===== src/cnt4_pkg.sv =====
// Purpose: Shared constants for the four-channel counter front end.
// Assumes: 100 MHz system clock; Avalon-MM word addressing.
// Notes:   Register indices are word addresses on the slave port.
package cnt4_pkg;

    ////////////////////////////////////////////////////////////////////
    // Timing.
    localparam int CLK_PERIOD_NS  = 10;
    // Fast inputs must pass a 100 kHz square wave: 5 us half period.
    localparam int FAST_STABLE_NS = 1000;
    localparam int FAST_CYC       =
        (FAST_STABLE_NS + CLK_PERIOD_NS - 1) / CLK_PERIOD_NS;
    // Slow inputs are held to 1 kHz: 500 us half period.
    localparam int SLOW_STABLE_NS = 250000;
    localparam int SLOW_CYC       =
        (SLOW_STABLE_NS + CLK_PERIOD_NS - 1) / CLK_PERIOD_NS;

    ////////////////////////////////////////////////////////////////////
    // Pin map of the sixteen digital inputs.
    localparam int          NUM_DI     = 16;
    localparam int          NUM_CH     = 4;
    localparam logic [15:0] FAST_MASK  = 16'h8EDB;
    localparam int          PIN_A [4]  = '{0, 3, 6, 9};
    localparam int          PIN_B [4]  = '{1, 4, 7, 10};
    localparam int          PIN_GATE3  = 11;
    localparam int          PIN_LATCH3 = 15;

    ////////////////////////////////////////////////////////////////////
    // Register indices.
    localparam logic [3:0] REG_CTRL0  = 4'h0;
    localparam logic [3:0] REG_LIMIT0 = 4'h4;
    localparam logic [3:0] REG_COUNT0 = 4'h8;
    localparam logic [3:0] REG_LATCH  = 4'hC;
    localparam logic [3:0] REG_STATUS = 4'hD;

    ////////////////////////////////////////////////////////////////////
    // Control register fields and reset value.
    localparam int         CTRL_W      = 10;
    localparam int         CB_RUN      = 0;
    localparam int         CB_ENC      = 1;
    localparam int         CB_EVAL     = 2;
    localparam int         CB_INV      = 4;
    localparam int         CB_MODE     = 5;
    localparam int         CB_HWGATE   = 7;
    localparam int         CB_ASSIGN   = 8;
    localparam int         CB_ALTOUT   = 9;
    localparam int         CB_CLEAR    = 10;
    localparam logic [9:0] CTRL_RESET  = 10'h000;

    // Edge evaluation and counting modes.
    localparam logic [1:0] EVAL_X1     = 2'h0;
    localparam logic [1:0] EVAL_X2     = 2'h1;
    localparam logic [1:0] EVAL_X4     = 2'h2;
    localparam logic [1:0] MODE_CONT   = 2'h0;
    localparam logic [1:0] MODE_ONCE   = 2'h1;
    localparam logic [1:0] MODE_PERIOD = 2'h2;

endpackage


===== src/cnt4_channel.sv =====
// Purpose: One counter channel: edge evaluation, direction, modes.
// Assumes: Inputs already synchronised and filtered on i_clk.
// Notes:   Simultaneous change of both encoder tracks counts as an A edge.
`timescale 1ns/10ps
module cnt4_channel
    import cnt4_pkg::*;
(
    // Clock, reset and enable.
    input  wire logic        i_clk,
    input  wire logic        i_rst_n,
    input  wire logic        i_ce,
    // Conditioned sensor levels.
    input  wire logic        i_a,
    input  wire logic        i_b,
    // Configuration.
    input  wire logic        i_gate,
    input  wire logic        i_clear,
    input  wire logic        i_encoder,
    input  wire logic [1:0]  i_eval,
    input  wire logic        i_invert,
    input  wire logic [1:0]  i_mode,
    input  wire logic [31:0] i_limit,
    // Channel state.
    output logic      [31:0] o_count,
    output logic             o_out,
    output logic             o_done
);

    logic        a_q_ff;
    logic        b_q_ff;
    logic [31:0] cnt_ff;
    logic        done_ff;
    logic        out_ff;
    logic        a_rise;
    logic        a_fall;
    logic        b_chg;
    logic        step;
    logic        up;
    logic [31:0] nxt_cnt;
    logic        cont_go;

    ////////////////////////////////////////////////////////////////////
    // Edge evaluation and direction.
    always_comb begin
        a_rise = i_a & ~a_q_ff;
        a_fall = ~i_a & a_q_ff;
        b_chg  = i_b ^ b_q_ff;
        if (i_eval == EVAL_X1) begin
            step = a_rise; // RULE_01
        end else if (i_eval == EVAL_X2) begin
            step = a_rise | a_fall;
        end else begin
            step = a_rise | a_fall | (i_encoder & b_chg & ~a_rise & ~a_fall);
        end
        // Track A leading B gives a_now xor b_before equal to one.
        if (i_encoder) begin
            up = (i_a ^ b_q_ff) ^ i_invert; // RULE_08 RULE_03
        end else begin
            up = i_b ^ i_invert; // RULE_09 RULE_03
        end
    end

    // Next count, with the period wrap folded in.
    always_comb begin
        nxt_cnt = up ? cnt_ff + 32'h1 : cnt_ff - 32'h1;
        if (i_mode == MODE_PERIOD) begin
            if (up && nxt_cnt == i_limit) begin
                nxt_cnt = 32'h0; // RULE_14
            end else if (!up && cnt_ff == 32'h0) begin
                nxt_cnt = i_limit - 32'h1;
            end
        end
    end

    // Previous samples of both tracks.
    always_ff @(posedge i_clk or negedge i_rst_n) begin
        if (!i_rst_n) begin
            a_q_ff <= 1'b0;
            b_q_ff <= 1'b0;
        end else if (i_ce) begin
            a_q_ff <= i_a;
            b_q_ff <= i_b;
        end
    end

    // Count and single-run stop; closing the gate rearms a single run.
    always_ff @(posedge i_clk or negedge i_rst_n) begin
        if (!i_rst_n) begin
            cnt_ff  <= 32'h0;
            done_ff <= 1'b0;
        end else if (i_ce) begin
            if (i_clear) begin
                cnt_ff  <= 32'h0;
                done_ff <= 1'b0;
            end else if (!i_gate) begin
                done_ff <= 1'b0;
            end else if (step && !done_ff) begin
                cnt_ff <= nxt_cnt;
                if (i_mode == MODE_ONCE && nxt_cnt == i_limit) begin
                    done_ff <= 1'b1; // RULE_14
                end
            end
        end
    end

    // Output channel level: count at or past the limit.
    always_ff @(posedge i_clk or negedge i_rst_n) begin
        if (!i_rst_n) begin
            out_ff <= 1'b0;
        end else if (i_ce) begin
            out_ff <= (cnt_ff >= i_limit);
        end
    end

    assign o_count = cnt_ff;
    assign o_done  = done_ff;
    assign o_out   = out_ff;

    assign cont_go = i_ce & i_gate & ~i_clear & ~done_ff
                   & (i_mode == MODE_CONT);
endmodule // cnt4_channel


===== src/cnt4_front.sv =====
// Purpose: Input front end, register file and four counter channels.
// Assumes: i_di are raw pins; i_pwm comes from logic on i_clk.
// Notes:   Bus stalls while i_ce is low, since all state is frozen.
`timescale 1ns/10ps

// Function
// RULE_01 - Pulse input counts plain pulses or track A, one two or four fold.
// RULE_02 - Second input is direction level or track B by sensor type.
// RULE_03 - A per-channel bit inverts the direction signal.
// RULE_04 - When enabled, a rising gate pin edge opens channel 3 gate.
// RULE_05 - A rising latch pin edge stores channel 3 count for reading.
// RULE_06 - Each channel's input assignment is chosen by configuration.
// RULE_07 - Counting inputs pass 100 kHz; other inputs are limited to 1 kHz.
// RULE_08 - Quadrature tracks give both count and direction from phase.
// RULE_09 - Pulse trains with a direction level count up or down.
// RULE_10 - Channel 0 uses bits 0 and 1; bit 1 also feeds frequency 0.
// RULE_11 - Channel 1 uses bits 3 and 4, channel 2 bits 6 and 7.
// RULE_12 - Channel 3 uses bits 9, 10, gate 11 and latch 15.
// RULE_13 - Channel n drives output bit n; bits 0 and 1 may carry PWM.
// RULE_14 - Four channels with single, continuous and periodic modes.
// RULE_15 - Gate and latch edges seen as synchronised 0 then 1 samples.
module cnt4_front
    import cnt4_pkg::*;
#(
    parameter int SLOW_CYC_P = SLOW_CYC
)
(
    // Clock, reset and enable.
    input  wire logic        i_clk,
    input  wire logic        i_rst_n,
    input  wire logic        i_ce,
    // Digital input pins and pulse-width sources.
    input  wire logic [15:0] i_di,
    input  wire logic [1:0]  i_pwm,
    // Avalon-MM slave.
    input  wire logic [3:0]  i_avs_address,
    input  wire logic        i_avs_read,
    input  wire logic        i_avs_write,
    input  wire logic [31:0] i_avs_writedata,
    input  wire logic [3:0]  i_avs_byteenable,
    output logic      [31:0] o_avs_readdata,
    output logic             o_avs_waitrequest,
    // Output channels and frequency inputs.
    output logic      [3:0]  o_do,
    output logic      [3:0]  o_freq_in
);

    logic [15:0]       sy1_ff;
    logic [15:0]       sy2_ff;
    logic [15:0]       flt;
    logic              gate_q_ff;
    logic              latch_q_ff;
    logic              gate_rise;
    logic              latch_rise;
    logic [CTRL_W-1:0] ctrl_ff [NUM_CH];
    logic [31:0]       limit_ff [NUM_CH];
    logic [3:0]        clr_ff;
    logic              hw_open_ff;
    logic [31:0]       latch_ff;
    logic              latch_new_ff;
    logic              ack_ff;
    logic [31:0]       rdata_ff;
    logic [31:0]       rd_mux;
    logic [31:0]       wmask;
    logic              wr_go;
    logic              rd_go;
    logic [31:0]       cnt [NUM_CH];
    logic [3:0]        outs;
    logic [3:0]        done;
    logic [3:0]        gate;
    logic [3:0]        do_ff;

    ////////////////////////////////////////////////////////////////////
    // Pin synchronisers; only the second stage is read further on.
    always_ff @(posedge i_clk or negedge i_rst_n) begin
        if (!i_rst_n) begin
            sy1_ff <= 16'h0000;
            sy2_ff <= 16'h0000;
        end else if (i_ce) begin
            sy1_ff <= i_di;
            sy2_ff <= sy1_ff;
        end
    end

    // Stability filters: fast pins settle in FAST_CYC, others in the
    // slow count, which is what holds plain inputs to 1 kHz.
    for (genvar g = 0; g < NUM_DI; g++) begin : g_flt
        localparam logic [15:0] LIM = FAST_MASK[g] ? 16'(FAST_CYC)
                                                    : 16'(SLOW_CYC_P);
        logic [15:0] st_cnt_ff;
        logic        lvl_ff;
        always_ff @(posedge i_clk or negedge i_rst_n) begin
            if (!i_rst_n) begin
                st_cnt_ff <= 16'h0000;
                lvl_ff    <= 1'b0;
            end else if (i_ce) begin
                if (sy2_ff[g] == lvl_ff) begin
                    st_cnt_ff <= 16'h0000;
                end else if (st_cnt_ff >= LIM - 16'h0001) begin
                    lvl_ff    <= sy2_ff[g]; // RULE_07
                    st_cnt_ff <= 16'h0000;
                end else begin
                    st_cnt_ff <= st_cnt_ff + 16'h0001;
                end
            end
        end
        assign flt[g] = lvl_ff;
    end

    ////////////////////////////////////////////////////////////////////
    // Gate and latch edge detection on the filtered levels.
    always_ff @(posedge i_clk or negedge i_rst_n) begin
        if (!i_rst_n) begin
            gate_q_ff  <= 1'b0;
            latch_q_ff <= 1'b0;
        end else if (i_ce) begin
            gate_q_ff  <= flt[PIN_GATE3];
            latch_q_ff <= flt[PIN_LATCH3];
        end
    end

    assign gate_rise  = flt[PIN_GATE3] & ~gate_q_ff; // RULE_15
    assign latch_rise = flt[PIN_LATCH3] & ~latch_q_ff; // RULE_15

    ////////////////////////////////////////////////////////////////////
    // Bus handshake: one wait cycle, then the access completes.
    assign o_avs_waitrequest = (i_avs_read | i_avs_write) & ~ack_ff;
    assign wr_go = i_avs_write & ack_ff;
    assign rd_go = i_avs_read & ack_ff;
    assign wmask = {{8{i_avs_byteenable[3]}}, {8{i_avs_byteenable[2]}},
                    {8{i_avs_byteenable[1]}}, {8{i_avs_byteenable[0]}}};

    always_ff @(posedge i_clk or negedge i_rst_n) begin
        if (!i_rst_n) begin
            ack_ff <= 1'b0;
        end else if (i_ce) begin
            ack_ff <= (i_avs_read | i_avs_write) & ~ack_ff;
        end
    end

    // Read mux; unmapped indices read as zero.
    always_comb begin
        rd_mux = 32'h0000_0000;
        for (int n = 0; n < NUM_CH; n++) begin
            if (i_avs_address == REG_CTRL0 + 4'(n)) begin
                rd_mux = {22'h000000, ctrl_ff[n]};
            end
            if (i_avs_address == REG_LIMIT0 + 4'(n)) begin
                rd_mux = limit_ff[n];
            end
            if (i_avs_address == REG_COUNT0 + 4'(n)) begin
                rd_mux = cnt[n];
            end
        end
        if (i_avs_address == REG_LATCH) begin
            rd_mux = latch_ff;
        end
        if (i_avs_address == REG_STATUS) begin
            rd_mux = {flt, 6'h00, latch_new_ff, hw_open_ff, done, outs};
        end
    end

    // Read data is caught in the wait cycle and stands at the ack edge.
    always_ff @(posedge i_clk or negedge i_rst_n) begin
        if (!i_rst_n) begin
            rdata_ff <= 32'h0000_0000;
        end else if (i_ce && i_avs_read && !ack_ff) begin
            rdata_ff <= rd_mux;
        end
    end

    assign o_avs_readdata = rdata_ff;

    ////////////////////////////////////////////////////////////////////
    // Control and limit registers; the clear bit is a one-cycle pulse.
    always_ff @(posedge i_clk or negedge i_rst_n) begin
        if (!i_rst_n) begin
            for (int n = 0; n < NUM_CH; n++) begin
                ctrl_ff[n]  <= CTRL_RESET;
                limit_ff[n] <= 32'h0000_0000;
            end
            clr_ff <= 4'h0;
        end else if (i_ce) begin
            for (int n = 0; n < NUM_CH; n++) begin
                clr_ff[n] <= 1'b0;
                if (wr_go && i_avs_address == REG_CTRL0 + 4'(n)) begin
                    ctrl_ff[n] <= (ctrl_ff[n] & ~wmask[CTRL_W-1:0])
                        | (i_avs_writedata[CTRL_W-1:0] & wmask[CTRL_W-1:0]);
                    clr_ff[n]  <= i_avs_writedata[CB_CLEAR]
                                & i_avs_byteenable[1];
                end
                if (wr_go && i_avs_address == REG_LIMIT0 + 4'(n)) begin
                    limit_ff[n] <= (limit_ff[n] & ~wmask)
                                 | (i_avs_writedata & wmask);
                end
            end
        end
    end

    ////////////////////////////////////////////////////////////////////
    // Hardware count gate of channel 3: opened by a gate edge while
    // running, closed when software drops the run bit.
    always_ff @(posedge i_clk or negedge i_rst_n) begin
        if (!i_rst_n) begin
            hw_open_ff <= 1'b0;
        end else if (i_ce) begin
            if (gate_rise && ctrl_ff[3][CB_HWGATE] && ctrl_ff[3][CB_RUN]
                && ctrl_ff[3][CB_ASSIGN]) begin
                hw_open_ff <= 1'b1; // RULE_04
            end else if (!ctrl_ff[3][CB_RUN]) begin
                hw_open_ff <= 1'b0;
            end
        end
    end

    // Capture register of channel 3; a new capture beats the read clear.
    always_ff @(posedge i_clk or negedge i_rst_n) begin
        if (!i_rst_n) begin
            latch_ff     <= 32'h0000_0000;
            latch_new_ff <= 1'b0;
        end else if (i_ce) begin
            if (latch_rise && ctrl_ff[3][CB_ASSIGN]) begin
                latch_ff     <= cnt[3]; // RULE_05
                latch_new_ff <= 1'b1;
            end else if (rd_go && i_avs_address == REG_LATCH) begin
                latch_new_ff <= 1'b0;
            end
        end
    end

    ////////////////////////////////////////////////////////////////////
    // Channels; an unassigned channel has its gate held shut.
    for (genvar c = 0; c < NUM_CH; c++) begin : g_ch
        logic hw_ok;
        if (c == 3) begin : g_hw
            assign hw_ok = ~ctrl_ff[c][CB_HWGATE] | hw_open_ff;
        end else begin : g_sw
            assign hw_ok = 1'b1;
        end
        assign gate[c] = ctrl_ff[c][CB_RUN] & ctrl_ff[c][CB_ASSIGN]
                       & hw_ok; // RULE_06

        cnt4_channel u_ch (
            .i_clk     (i_clk),
            .i_rst_n   (i_rst_n),
            .i_ce      (i_ce),
            .i_a       (flt[PIN_A[c]]), // RULE_10 RULE_11 RULE_12
            .i_b       (flt[PIN_B[c]]), // RULE_02
            .i_gate    (gate[c]),
            .i_clear   (clr_ff[c]),
            .i_encoder (ctrl_ff[c][CB_ENC]),
            .i_eval    (ctrl_ff[c][CB_EVAL+1:CB_EVAL]),
            .i_invert  (ctrl_ff[c][CB_INV]),
            .i_mode    (ctrl_ff[c][CB_MODE+1:CB_MODE]),
            .i_limit   (limit_ff[c]),
            .o_count   (cnt[c]),
            .o_out     (outs[c]),
            .o_done    (done[c])
        );
    end

    ////////////////////////////////////////////////////////////////////
    // Output bits: channel n on bit n, or PWM on bits 0 and 1.
    always_ff @(posedge i_clk or negedge i_rst_n) begin
        if (!i_rst_n) begin
            do_ff <= 4'h0;
        end else if (i_ce) begin
            for (int n = 0; n < NUM_CH; n++) begin
                if (!ctrl_ff[n][CB_ALTOUT]) begin
                    do_ff[n] <= outs[n]; // RULE_13
                end else if (n < 2) begin
                    do_ff[n] <= i_pwm[n];
                end else begin
                    do_ff[n] <= 1'b0;
                end
            end
        end
    end

    assign o_do      = do_ff;
    assign o_freq_in = {flt[PIN_B[3]], flt[PIN_B[2]], flt[PIN_B[1]],
                        flt[PIN_B[0]]}; // RULE_10
endmodule // cnt4_front


===== config.mk =====
export PLATFORM = sky130hd
export DESIGN_NAME = cnt4_front
export DESIGN_NICKNAME = d
export VERILOG_FILES = /design/src/cnt4_pkg.sv /design/src/cnt4_channel.sv /design/src/cnt4_front.sv
export SDC_FILE = /design/constraint.sdc
export NUM_CORES = 2
export LEC_CHECK = 0
export ABC_AREA = 0
export ABC_CLOCK_PERIOD_IN_PS = 6900
export BUFFER_PORTS_ARGS = -buffer_cell sky130_fd_sc_hd__buf_2
export CAP_MARGIN = 15
export CORE_MARGIN = 2
export CORE_UTILIZATION = 31
export CTS_CLUSTER_DIAMETER = 80
export DETAILED_ROUTE_END_ITERATION = 10
export MAX_ROUTING_LAYER = met4
export SLEW_MARGIN = 0
export SYNTH_ARGS = -nofsm -noshare
export SYNTH_HDL_FRONTEND = slang
export SYNTH_SLANG_ARGS = --single-unit

===== constraint.sdc =====
create_clock -name i_clk -period 6.9 [get_ports i_clk]
set_input_delay 1.38 -clock i_clk [delete_from_list [all_inputs] [get_ports i_clk]]
set_output_delay 1.38 -clock i_clk [all_outputs]
set_load 0.01 [all_outputs]

==> implementation parameters <==
Parameter                              Value

Routing
  Number of optimization iterations in the first detailed-route pass ... 7
  Average routed wire per standard cell ... 30.80 um
  Drt total wl ... 269100 um
  Number of vias per cell ... 6.308
  Post-route DRC violation count ... 0
  Starting DRC count in detailed routing ... 7533
  Number of nets with antenna violations after routing ... 0
  Count of vias placed by the detailed router ... 55120

Final layout
  Total number of nets in the final design ... 6663
  Filler Cell Count ... 17740
  Layout overhead on the synthesized area ... 11.71%
  Share of layout cells above drive strength 1 ... 10.53%
  Final design instance area without fill ... 59330 um2

STA
  Tightest hold margin ... 0.4749 ns
  Peak clock frequency supported by timing ... 158.5 MHz
  Relative slew margins ... 5.537%
  Clock Skew ... 0.04915 ns
  Count of endpoints failing setup in the final report ... 0
  Pins over their slew limit ... 0
  Setup repair after global routing missed its margin ... no
  Slew at the pin closest to its max-slew limit ... 1.417 ns
  Time the final worst path needs with I/O delays and setup ... 6.309 ns
  TNS Setup ... 0 ns
  Ratio of final minimum period to clock period ... 91.44%
  Post-layout worst setup margin ... 0.5905 ns
  Final count of hold timing violations ... 0

Synth
  Distinct cell type count after synthesis ... 117
  Fraction of the yosys area taken by sequential cells ... 32.65%
  Post-synth EDFFs ... 0
  Share of synthesized registers carrying an async set or reset ... 100.0%
  Cell count after synthesis ... 6506
  Synth Area per Inst ... 8.163 um2
  Cell area after technology mapping ... 53110 um2
  Top flip-flop cell by instance count after synthesis ... sky130_fd_sc_hd__dfrtp_1
  Count of state elements after synthesis ... 693
  Net Count, Synth ... 6734
  Warnings from Yosys ... 0

Power and ir drop
  Total power per unit cell area ... 243.2 nW/um2
  VDD IR max ... 0.2052 mV
  Static Leakage ... 24.30 nW

Critical path
  Maximum fanout along the worst path ... 20
  CP arrival ... 6.93 ns
  Worst Path Required ... 7.52 ns
  Setup slack of the worst register-to-register path ... 0.59 ns
  Startpoint types ... flop
  Classification of the worst setup path ... flop to flop
  Setup crit end kind ... flop

Die
  Die Outline Area ... 174600 um2
  Starting density of the core ... 31.27%
  Ports ... 104
  Std-Cell Rows ... 151
  Die X ... 417.9 um
  Core Region ... 169800 um2
  Floorplan die height ... 417.9 um

CTS
  Cell at the root of the clock tree ... sky130_fd_sc_hd__clkbuf_16
  CTS buffer count ... 88
  Bufs on Longest Clock Path ... 3
  Clock latency on the worst-skew pair ... 0.76 ns
  Cts hold-fix bufs ... 0
  Number of sinks driven by the clock tree ... 693
  CTS-repair resized insts ... 0
  Clock transition at path regs ... 0.06 ns
  Setup bufs post-CTS ... 0
  Max H-tree Level ... 3
  TritonCTS clock tree ... built

Global route
  Antenna violations before repair ... 21
  First-pass GRT wire length ... 384900 um
  Number of global-route vias before repair ... 51860
  Total GRT Usage ... 30.91%
  Total gr overflow ... 0
  Pin count of the biggest net entering global routing ... 165

Place
  Post-placement cell area ... 56240 um2
  Quantity of I/O buffers inserted on ports ... 103
  Detailed Place HPWL ... 204000 um
  Weighted congestion at the end of routability-driven global placement ... 1.082
  Worst-case setup slack after placement ... 0.7418 ns

Hold path
  Worst hold path class ... flop to flop

Run status
  Status ... complete, no violations

Job
  Max_cap viols ... 0
==> critical path: stages, from the launching register on <==
cell and delay [ns]:
sky130_fd_sc_hd__dfrtp_1 0.47, sky130_fd_sc_hd__xnor2_1 0.37, sky130_fd_sc_hd__mux2_4 0.48, sky130_fd_sc_hd__nand2_4 0.11, sky130_fd_sc_hd__xnor2_1 0.11, sky130_fd_sc_hd__ha_1 0.50, sky130_fd_sc_hd__nand4_1 0.35, sky130_fd_sc_hd__nand2b_1 0.32
sky130_fd_sc_hd__a2111oi_0 0.71, sky130_fd_sc_hd__a22oi_1 0.28, sky130_fd_sc_hd__xnor3_1 0.25, sky130_fd_sc_hd__a2111oi_0 0.44, sky130_fd_sc_hd__nand4b_2 0.18, sky130_fd_sc_hd__nor4_2 0.33, sky130_fd_sc_hd__buf_4 0.20, sky130_fd_sc_hd__nand2_1 0.17
sky130_fd_sc_hd__nor2_2 0.22, sky130_fd_sc_hd__o2111ai_1 0.14, sky130_fd_sc_hd__a211o_1 0.34, sky130_fd_sc_hd__o31ai_2 0.21
==> metrics by stage <==
| stage | instances | utilization (%) | power (mW) |
|---|---|---|---|
| after floorplan | 6506 | - | 7.506 |
| final | 8738 | 34.93 | 14.43 |
| after global routing | 8733 | 34.92 | 14.95 |
| after detailed placement | 8560 | 33.11 | 9.421 |
| after global placement | 8559 | 33.10 | 9.433 |
| after CTS | 8718 | 34.89 | 14.36 |
==> path summary, 6_finish.rpt <==
path	startpoint	end	cells after the start
max reg2reg	g_flt[6].lvl_ff	g_ch[2].u_ch.o_done	19
min in group asynchronous	i_rst_n	g_flt[14].st_cnt_ff[1]	1
max	g_flt[6].lvl_ff	g_ch[2].u_ch.o_done	19
min reg2reg	o_avs_readdata[4]	o_avs_readdata[4]	2
min	o_avs_readdata[4]	o_avs_readdata[4]	2
max in group asynchronous	i_rst_n	g_ch[1].u_ch.o_count[18]	2
==> cells in the final DEF (no fill, tap or decap), types with 206 or more instances in the layout <==
master                    count
sky130_fd_sc_hd__nor3_1     216
sky130_fd_sc_hd__buf_4      206
sky130_fd_sc_hd__a21oi_1    283
sky130_fd_sc_hd__nand2_1    648
sky130_fd_sc_hd__o21ai_0    621
sky130_fd_sc_hd__dfrtp_1    693
sky130_fd_sc_hd__inv_1      233
sky130_fd_sc_hd__nor2_1     354
sky130_fd_sc_hd__xnor2_1    272
sky130_fd_sc_hd__nand3_1    241
==> cell type report <==
| cell class | count | area, um2 | share of cell area (%) |
|---|---|---|---|
| Tap cell | 2218 | 2775 | 4.678 |
| Antenna cell | 17 | 42.54 | 0.07171 |
| Inverter | 261 | 979.7 | 1.651 |
| Clock inverter | 32 | 449.2 | 0.7571 |
| Timing Repair Buffer | 318 | 2225 | 3.750 |
| Sequential cell | 693 | 17340 | 29.23 |
| Clock buffer | 126 | 2567 | 4.328 |
| Multi-Input combinational cell | 5073 | 32950 | 55.53 |
==> synthesized netlist by cell type, drive strengths merged, types with 53 or more instances <==
library cell / n / area (um2)
xnor2: 272 / 2382
ha: 165 / 2064
a21o: 69 / 519.3
xor2: 82 / 718.2
a31oi: 70 / 452.9
a21oi: 284 / 1425
nand3: 242 / 1224
nor3: 223 / 1126
inv: 239 / 897.1
mux2: 149 / 1682
nor4: 164 / 1057
nand2b: 87 / 544.3
o211ai: 56 / 420.4
o22ai: 77 / 481.7
nand4: 201 / 1257
mux2i: 53 / 530.5
clkbuf: 409 / 1559
or4: 81 / 611.8
or3: 69 / 436.7
buf: 69 / 366.6
nand2: 650 / 2447
dfrtp: 693 / 17340
o21ai: 645 / 3228
o221ai: 53 / 464.2
and3: 137 / 858.3
nor2b: 143 / 894.6
nor2: 361 / 1358
==> power breakdown <==
| part | switching [mW] | internal [mW] |
|---|---|---|
| combinational | 2.93 | 1.50 |
| sequential | 0.735 | 4.37 |
| clock | 2.06 | 2.84 |
| total | 5.73 | 8.70 |
==> cell families (layout without fill, tap and decap cells) <==
kind of cell    Yosys count  count (layout)  synth area share (%)
flops                   693             693                 32.65
simple gates           2527            2527                 24.75
fa+ha+maj               165             165                 3.887
mux                     202             202                 4.165
other cells               0              17                     0
compound gates         1799            1799                 22.10
buf+inv                 740             737                 5.494
xor+xnor                380             380                 6.948
==> metal layers <==
metal	vias up	part of all wire, %	track usage, %
met1	27170	41	39.27
met4	0	7.5	18.96
met5	-	0	-
met2	3125	43	44.78
met3	763	9.3	6.548
li1	24070	-	-
(Power assumes the default switching activity.)
